`src/design/divctl_pkg.sv`:
```
// Constants shared by the dual-modulus divider control block
package divctl_pkg;
  // Swallow count width covers A up to 127, enough for a 128/129 prescaler
  localparam int SWALLOW_W_DEF = 7;
  // Main count width default
  localparam int MAIN_W_DEF = 10;
  // Smallest and largest supported lower prescaler ratio
  localparam int P_MIN = 3;
  localparam int P_MAX = 128;
  // Reset values and synchroniser depth
  localparam logic MOD_SEL_RST = 1'h1;
  localparam logic PULSE_RST = 1'h0;
  localparam int SYNC_STAGES = 3;
endpackage : divctl_pkg

```
`src/design/fin_edge_sync.sv`:
```
// Three-stage synchroniser and rising-edge detector for the prescaler input
`timescale 1ns/1ns
`default_nettype none
module fin_edge_sync (
  input wire logic core_clk,
  input wire logic rst_b,
  input wire logic pin_in,
  output logic rise
);
  logic s1_q;
  logic s2_q;
  logic s3_q;
  logic level_q;

  // Synchroniser chain; the first stage feeds only the second
  always_ff @(posedge core_clk) begin
    if (!rst_b) begin
      s1_q <= 1'h0;
      s2_q <= 1'h0;
      s3_q <= 1'h0;
    end else begin
      s1_q <= pin_in;
      s2_q <= s1_q;
      s3_q <= s2_q;
    end
  end

  // Filtered level only moves once the second and third stages agree
  always_ff @(posedge core_clk) begin
    if (!rst_b) begin
      level_q <= 1'h0;
    end else if (s2_q == s3_q) begin
      level_q <= s3_q;
    end
  end

  // One-cycle pulse on each accepted low-to-high change
  assign rise = (s2_q == s3_q) && s3_q && !level_q;
endmodule : fin_edge_sync
`default_nettype wire

```
`src/design/dual_modulus_divider_control.sv`:
```
// Dual-modulus feedback divider: main and swallow counters driving modulus select
`timescale 1ns/1ns
`default_nettype none
module dual_modulus_divider_control import divctl_pkg::*; #(
  parameter int MAIN_W = MAIN_W_DEF,
  parameter int SWALLOW_W = SWALLOW_W_DEF
) (
  input wire logic core_clk,
  input wire logic rst_b,
  input wire logic prescaler_in,
  input wire logic [MAIN_W-1:0] main_count,
  input wire logic [SWALLOW_W-1:0] swallow_count,
  output logic modulus_select_out,
  output logic feedback_pulse_out
);
  logic fin_rise;
  logic reload;
  logic [MAIN_W-1:0] n_rem_q;
  logic [MAIN_W-1:0] n_rem_d;
  logic [SWALLOW_W-1:0] a_rem_q;
  logic [SWALLOW_W-1:0] a_rem_d;
  logic [MAIN_W-1:0] n_lat_q;
  logic [SWALLOW_W-1:0] a_lat_q;

  // Prescaler output arrives from another domain, so it is resynchronised
  // one edge per group
  fin_edge_sync u_sync (
    .core_clk(core_clk),
    .rst_b(rst_b),
    .pin_in(prescaler_in),
    .rise(fin_rise)
  );

  // Next-count logic; counts only change on an accepted prescaler edge
  always_comb begin
    n_rem_d = n_rem_q;
    a_rem_d = a_rem_q;
    reload = 1'h0;
    if (fin_rise) begin
      if (n_rem_q <= MAIN_W'(1)) begin
        reload = 1'h1;
        n_rem_d = main_count;
        a_rem_d = swallow_count;
      end else begin
        n_rem_d = n_rem_q - MAIN_W'(1);
        a_rem_d = (a_rem_q != '0) ? a_rem_q - SWALLOW_W'(1) : '0;
      end
    end
  end

  // Remaining-group counters; reset leaves main at zero so the first edge loads
  always_ff @(posedge core_clk) begin
    if (!rst_b) begin
      n_rem_q <= '0;
      a_rem_q <= '0;
    end else begin
      n_rem_q <= n_rem_d;
      a_rem_q <= a_rem_d;
    end
  end

  // Counts in force for the cycle; inputs may change freely mid-cycle
  always_ff @(posedge core_clk) begin
    if (!rst_b) begin
      n_lat_q <= '0;
      a_lat_q <= '0;
    end else if (reload) begin
      n_lat_q <= main_count;
      a_lat_q <= swallow_count;
    end
  end

  // Registered from the next count so the prescaler sees the new modulus
  // as soon as the counters step, saving one clock of the setup budget
  // high selects P
  always_ff @(posedge core_clk) begin
    if (!rst_b) begin
      modulus_select_out <= MOD_SEL_RST;
    end else begin
      modulus_select_out <= (a_rem_d == '0);
    end
  end

  // Feedback pulse to the phase detector, once per full division cycle
  always_ff @(posedge core_clk) begin
    if (!rst_b) begin
      feedback_pulse_out <= PULSE_RST;
    end else begin
      feedback_pulse_out <= reload;
    end
  end

  // Helper counters: groups in the cycle and groups at P+1
  logic [MAIN_W:0] grp_q;
  logic [MAIN_W:0] low_grp_q;
  logic seen_q;
  always_ff @(posedge core_clk) begin
    if (!rst_b) begin
      grp_q <= '0;
      low_grp_q <= '0;
      seen_q <= 1'h0;
    end else if (fin_rise) begin
      grp_q <= reload ? '0 : grp_q + (MAIN_W+1)'(1);
      low_grp_q <= reload ? '0 : low_grp_q + (MAIN_W+1)'(!modulus_select_out);
      seen_q <= seen_q | reload;
    end
  end

  property p_cycle_groups;
    @(posedge core_clk) disable iff (!rst_b)
      (fin_rise && reload && seen_q && n_lat_q != '0) |-> (grp_q + (MAIN_W+1)'(1) == (MAIN_W+1)'(n_lat_q));
  endproperty
  a_cycle_groups: assert property (p_cycle_groups) else $error("division cycle group count wrong");

  property p_low_groups;
    @(posedge core_clk) disable iff (!rst_b)
      (fin_rise && reload && seen_q && n_lat_q >= MAIN_W'(a_lat_q) && n_lat_q != '0)
        |-> (low_grp_q + (MAIN_W+1)'(!modulus_select_out) == (MAIN_W+1)'(a_lat_q));
  endproperty
  a_low_groups: assert property (p_low_groups) else $error("P+1 group count wrong");

  property p_select_polarity;
    @(posedge core_clk) disable iff (!rst_b)
      modulus_select_out == (a_rem_q == '0);
  endproperty
  a_select_polarity: assert property (p_select_polarity) else $error("modulus select polarity wrong");

  property p_reload_low;
    @(posedge core_clk) disable iff (!rst_b)
      (fin_rise && reload && swallow_count != '0) |=> (!modulus_select_out && feedback_pulse_out);
  endproperty
  a_reload_low: assert property (p_reload_low) else $error("select not low after reload");

  property p_step;
    @(posedge core_clk) disable iff (!rst_b)
      (fin_rise && !reload) |=> (n_rem_q == $past(n_rem_q) - MAIN_W'(1));
  endproperty
  a_step: assert property (p_step) else $error("main count did not step");

  property p_hold;
    @(posedge core_clk) disable iff (!rst_b)
      !fin_rise |=> ($stable(n_rem_q) && $stable(a_rem_q) && !feedback_pulse_out);
  endproperty
  a_hold: assert property (p_hold) else $error("counts moved without an edge");

  property p_swallow_load;
    @(posedge core_clk) disable iff (!rst_b)
      (fin_rise && reload) |=> (a_rem_q == $past(swallow_count) && n_lat_q == $past(main_count));
  endproperty
  a_swallow_load: assert property (p_swallow_load) else $error("counts not loaded");

  property p_pulse_single;
    @(posedge core_clk) disable iff (!rst_b)
      feedback_pulse_out |=> !feedback_pulse_out;
  endproperty
  a_pulse_single: assert property (p_pulse_single) else $error("feedback pulse too long");

  // reset selects P
  // Select parks high in reset so a live prescaler divides by the lower ratio
  property p_reset_state;
    @(posedge core_clk)
      !rst_b |=> (modulus_select_out == MOD_SEL_RST && feedback_pulse_out == PULSE_RST);
  endproperty
  a_reset_state: assert property (p_reset_state) else $error("outputs not at reset values");

  property p_no_swallow_high;
    @(posedge core_clk) disable iff (!rst_b)
      (fin_rise && reload && swallow_count == '0) |=> (modulus_select_out && feedback_pulse_out);
  endproperty
  a_no_swallow_high: assert property (p_no_swallow_high) else $error("select low with zero swallow");

  property p_swallow_step;
    @(posedge core_clk) disable iff (!rst_b)
      (fin_rise && !reload && a_rem_q != '0) |=> (a_rem_q == $past(a_rem_q) - SWALLOW_W'(1));
  endproperty
  a_swallow_step: assert property (p_swallow_step) else $error("swallow count did not step");

  property p_select_low_swallow;
    @(posedge core_clk) disable iff (!rst_b)
      (fin_rise && !reload && a_rem_q > SWALLOW_W'(1)) |=> !modulus_select_out;
  endproperty
  a_select_low_swallow: assert property (p_select_low_swallow) else $error("select rose early");

  // P after swallow
  // Once the swallow count is spent the rest of the cycle must stay at P
  property p_swallow_floor;
    @(posedge core_clk) disable iff (!rst_b)
      (fin_rise && !reload && a_rem_q == '0) |=> (a_rem_q == '0 && modulus_select_out);
  endproperty
  a_swallow_floor: assert property (p_swallow_floor) else $error("select fell after swallow done");

  // counts held mid-cycle
  // Latched counts only move at reload, so reprogramming never splits a cycle
  property p_latch_hold;
    @(posedge core_clk) disable iff (!rst_b)
      !reload |=> ($stable(n_lat_q) && $stable(a_lat_q));
  endproperty
  a_latch_hold: assert property (p_latch_hold) else $error("latched counts moved mid-cycle");

  // Main scenarios
  c_reload_swallow: cover property (@(posedge core_clk) disable iff (!rst_b)
    fin_rise && reload && swallow_count != '0);
  c_reload_no_swallow: cover property (@(posedge core_clk) disable iff (!rst_b)
    fin_rise && reload && swallow_count == '0);
  c_select_rise: cover property (@(posedge core_clk) disable iff (!rst_b)
    !modulus_select_out ##1 modulus_select_out);
  c_equal_counts: cover property (@(posedge core_clk) disable iff (!rst_b)
    fin_rise && reload && main_count == MAIN_W'(swallow_count));
  c_swallow_done: cover property (@(posedge core_clk) disable iff (!rst_b)
    fin_rise && !reload && a_rem_q == SWALLOW_W'(1));
endmodule : dual_modulus_divider_control
`default_nettype wire

```
`config.mk`:
```
export PLATFORM = sky130hd
export DESIGN_NAME = dual_modulus_divider_control
export DESIGN_NICKNAME = d
export VERILOG_FILES = /design/src/design/divctl_pkg.sv /design/src/design/fin_edge_sync.sv /design/src/design/dual_modulus_divider_control.sv
export SDC_FILE = /design/constraint.sdc
export NUM_CORES = 1
export LEC_CHECK = 0
export BUFFER_PORTS_ARGS = -buffer_cell sky130_fd_sc_hd__buf_2
export CAP_MARGIN = 20
export CORE_MARGIN = 3
export CORE_UTILIZATION = 40
export DETAILED_ROUTE_END_ITERATION = 10
export GPL_TIMING_DRIVEN = 0
export SKIP_CTS_REPAIR_TIMING = 1
export SYNTH_ARGS = -nofsm -noshare
export SYNTH_HDL_FRONTEND = slang
export SYNTH_SLANG_ARGS = --single-unit
```
`constraint.sdc`:
```
create_clock -name core_clk -period 2.55 [get_ports core_clk]
set_input_delay 0.3825 -clock core_clk [delete_from_list [all_inputs] [get_ports core_clk]]
set_output_delay 0.3825 -clock core_clk [all_outputs]
set_load 0.1 [all_outputs]
```
After elaboration in Yosys (flattened, before gate mapping)
Index checks and enable logic that the tools add are counted.
- logic and storage cells: 23
- register bits: 23
- output and inout port bits: 2
- input port bits: 20
- muxes and demuxes: 5
- equality and inequality tests: 1
- add/sub/neg operators: 2
- reduce and logical (&&, ||, !) cells: 6
- $lt $le $gt $ge: 1
- operators with widths (operator ; number):
    $mux 7 ; 3
    $le 10x1->1 const B ; 1
    $mux 10 ; 1
    $sub 10x1->10 const B ; 1
    $logic_not 7->1 ; 1
    $reduce_bool 7->1 ; 1
    $sub 7x1->7 const B ; 1
    $logic_and 1x1->1 ; 2
    $reduce_and 2->1 ; 1
    $eq 1x1->1 ; 1
    $logic_not 1->1 ; 1
    $mux 1 ; 1

Logic depth before layout (Yosys ltp)
- word-level depth: 5
- gate-level depth with buffers: 9
- depth with buffers taken out: 7

Modules after synthesis
Synthesis repeated with hierarchy kept, for this count alone.
- cells, all modules: 160
- area total of the unflattened synthesis: 1296.2 um^2
- by module, submodules not included (module ; sequential area each (um^2) ; area an instance (um^2) ; instances ; cells each):
    dual_modulus_divider_control ; 380.4 ; 1162.4 ; 1 ; 149
    fin_edge_sync ; 80.1 ; 133.9 ; 1 ; 11

Worst setup path after synthesis
OpenSTA, ideal clock, no wires.
- path kind: register -> register
- start point: reg n_rem_q[0]
- end point: reg modulus_select_out
- setup time: 0.124 ns
- period minus slack after synthesis: 1.928 ns
- required time: 2.426 ns
- path buffers: 1
- stages on the path, launching flop included: 9
- slack: 0.622 ns
- data arrival time: 1.804 ns
- path through: dfxtp_1 -> inv_1 -> ha_1 -> or2_1 -> and4_1 -> buf_4 -> o31a_2 -> o221ai_1 -> o41ai_2
- longest elaborated chain between the ends: 4
- RTL lines (element ; RTL line ; source):
    start: declaration ; dual_modulus_divider_control.sv:18 ; logic [MAIN_W-1:0] n_rem_q;
    start signal: assignment ; dual_modulus_divider_control.sv:57 ; n_rem_q <= n_rem_d;
    $le 10x1->1 ; dual_modulus_divider_control.sv:40 ; if (n_rem_q <= MAIN_W'(1)) begin
    $mux 7 ; dual_modulus_divider_control.sv:40 ;
    $mux 7 ; dual_modulus_divider_control.sv:39 ; if (fin_rise) begin
    $logic_not 7->1 ; dual_modulus_divider_control.sv:80 ; modulus_select_out <= (a_rem_d == '0);
    end signal: assignment ; dual_modulus_divider_control.sv:80 ;
    end: declaration ; dual_modulus_divider_control.sv:13 ; output logic modulus_select_out,
No other way between the ends.
A chain may end at the register's enable or synchronous reset.

Final worst setup path
Ends and elaborated chain as after synthesis.

==> out/metrics.cfg <==
[run_status]
status = completed

[placement]
dp_hpwl_um = 2580
port_buffers = 21
gp_congestion = 0.869

[yosys]
syn_avg_cell_area_um2 = 8.23
yosys_warnings = 0
synth_cell_type_count = 50
async_reset_ff_share_pct = 0
syn-num-nets = 195
netlist_instances = 170
synth_area_mm2 = 0.00140
ys.flop_type = dfxtp_1
synth_edf_count = 0
ys_seq_area_share_pct = 32.9
ys_seq_elements = 23

[critical_path]
r2r-end = modulus_select_out
crit_path_start = n_rem_q[0]
path_delay_family = compound AO/OA/AOI/OAI gates
cpMaxStageDelayCell = dfxtp_1
critPathBufInv = 2
crit_path_end = modulus_select_out
required_ns = 2.78
crit_path_end_kind = flip-flop
path_max_fanout = 5
r2r_setup_slack_ns = 0.43
critPathMaxStageDelay_ns = 0.41
worstSetupPathType = reg -> reg
worstPathArrival_ns = 2.34
cp_cell_sequence = inv_1, ha_1, or2_1, and4_1, buf_4, o31a_2, o221ai_1, o41ai_2
cp-start-kind = flip-flop
cp.depth = 8
worstReg2RegStart = n_rem_q[0]
reg2reg_depth = 8

[global_route]
grt_start_max_net_pins = 14
track_usage_pct = 17.3
grt-ovfl-total = 0
grt_first_pass_wirelength_um = 5700
grt_pass1_vias = 1204
antenna_found_initial = 0

[route]
wirelength_um = 3480
detail_route.vias_per_cell = 5.53
vias = 1322
drt-pass1-iter-count = 5
drc_errors = 0
drtIter0Drc = 58
wl_per_cell_um = 14.5
ant_nets = 0

[cts]
clkTransAtPathRegs_ns = 0.14
clock_latency_ns = 0.33
cts_max_level = 1
cts_made_buffers = 3
root_buffer = clkbuf_4
cts_tree = built
clk_path_buf_depth = 2
clock_sinks = 23

[floorplan]
die_w_um = 65.1
ioPinCount = 22
dieArea_mm2 = 0.00424
rows = 20
initial_core_util_pct = 43.7
core_mm2 = 0.00320
die_h_um = 65.1

[final_layout]
n_antenna_cell = 0
nets = 221
register_area_um2 = 460
post-route-util_pct = 49.5
final_common_cell = dfxtp_1
multi_input_area_um2 = 843
area_growth_pct = 13.4
n_fill_cell = 349
layout-drive-gt1-share_pct = 22.1
final_cell_mix = dfxtp_1, buf_2, nor2_1, nand2_1, inv_1

[min_path]
min_from = prescaler_in
min_path_type = in -> reg

[sta]
setup_viol = 0
worst_slew_pin_slew_ns = 0.557
rsz0062_at_grt = no
slew_violations = 0
fin_skew_ns = 0.00252
fin_crit_sh_pct = 83.0
final_hold_viol_count = 0
clock.fmax_ghz = 0.472
period_needed_ns = 2.12
tns_ns = 0
slew-limit-headroom_pct = 62.6

[power_and_ir_drop]
peakVddDrop_v = 0.000255
cellLeakagePower_uw = 0.000594
p_per_area_mw_per_mm2 = 396

[run]
max-cap-violations = 0

## cell type report
type	instances	share of cell area (%)
Multi-Input combinational cell	127	53.2
Timing Repair Buffer	21	6.62
Clock inverter	1	0.315
Buffer	9	3.39
Sequential cell	23	29.0
Tap cell	44	3.47
Clock buffer	3	1.42
Inverter	11	2.60
## cells by family after synthesis
family | Yosys count | synth area share (%)
AND/OR/NAND/NOR | 74 | 30.4
AO/OA/AOI/OAI | 45 | 23.4
flip-flops | 23 | 32.9
buffers and inverters | 20 | 6.80
adder cells (fa/ha/maj) | 5 | 4.47
XOR/XNOR | 2 | 1.25
multiplexers | 1 | 0.716
## report_power, final
group / leakage [uW] / switching [uW] / total [uW] / internal, uW
registers: 0.000186 / 3.11 / 367 / 364
logic: 0.000391 / 45.5 / 77.5 / 32.0
clock network: 0.0000177 / 125 / 183 / 58.9
total: 0.000594 / 173 / 628 / 455
## flip-flops by register name (all words and copies together) (netlist names)
| name | count |
|---|---|
| a_rem_q | 7 |
| feedback_pulse_out | 1 |
| modulus_select_out | 1 |
| n_rem_q | 10 |
| u_sync.level_q | 1 |
| u_sync.s1_q | 1 |
| u_sync.s2_q | 1 |
| u_sync.s3_q | 1 |
## routing by layer
layer / GRT usage (%) / wire length [um]
met3: 4.10 / 124
met1: 23.7 / 1700
met2: 28.5 / 1640
met5: 0 / 0
met4: 2.07 / 10
## synth_stat cells (all sizes together), types with 2 or more instances
cell type | count | share of area, %
nor3 | 8 | 4.0
or3 | 2 | 0.89
inv | 11 | 3.0
nor2 | 15 | 4.0
a211oi | 7 | 3.8
o22ai | 3 | 1.3
or4 | 2 | 1.3
a21oi | 11 | 4.2
o21ai | 8 | 3.4
clkbuf | 5 | 1.3
nor2b | 2 | 0.89
a221oi | 2 | 2.1
xor2 | 2 | 1.3
dfxtp | 23 | 33
o211ai | 2 | 1.1
nand4 | 4 | 2.2
and2 | 8 | 3.6
nand3b | 2 | 1.1
nand2 | 14 | 3.8
nand3 | 8 | 2.9
a31oi | 4 | 1.8
nor4b | 2 | 1.7
buf | 4 | 2.5
ha | 5 | 4.5
## per-stage QoR
step	cells	cell area [um^2]	setup slack (ns)	hold WS [ns]	power, uW
2_1_floorplan	170	1400	0.622	0.412	422
3_3_place_gp	235	1560	0.463	0.416	450
3_5_place_dp	235	1560	0.459	0.437	452
4_1_cts	239	1590	0.424	0.243	634
5_1_grt	239	1590	0.312	0.238	653
6_report	239	1590	0.432	0.248	628
## worst register-to-register path: cells and delay by family (launching register included)
kind,cells,cell delay [ns]
AOI/OAI and AO/OA,3,0.67
and+or+nand+nor,2,0.48
buffers and inverters,2,0.24
adders and majority gates,1,0.22
DFF,1,0.41
## worst min-delay path by stage
stage | endpoint | slack [ns] | depth (start not counted)
after floorplan | u_sync.s2_q | 0.41 | 1
after global placement | u_sync.s2_q | 0.42 | 1
after detailed placement | u_sync.s2_q | 0.44 | 1
after CTS | u_sync.s1_q | 0.24 | 2
after global routing | u_sync.s1_q | 0.24 | 2
final | u_sync.s1_q | 0.25 | 2
Note: power is estimated with default switching activity, not from simulation.
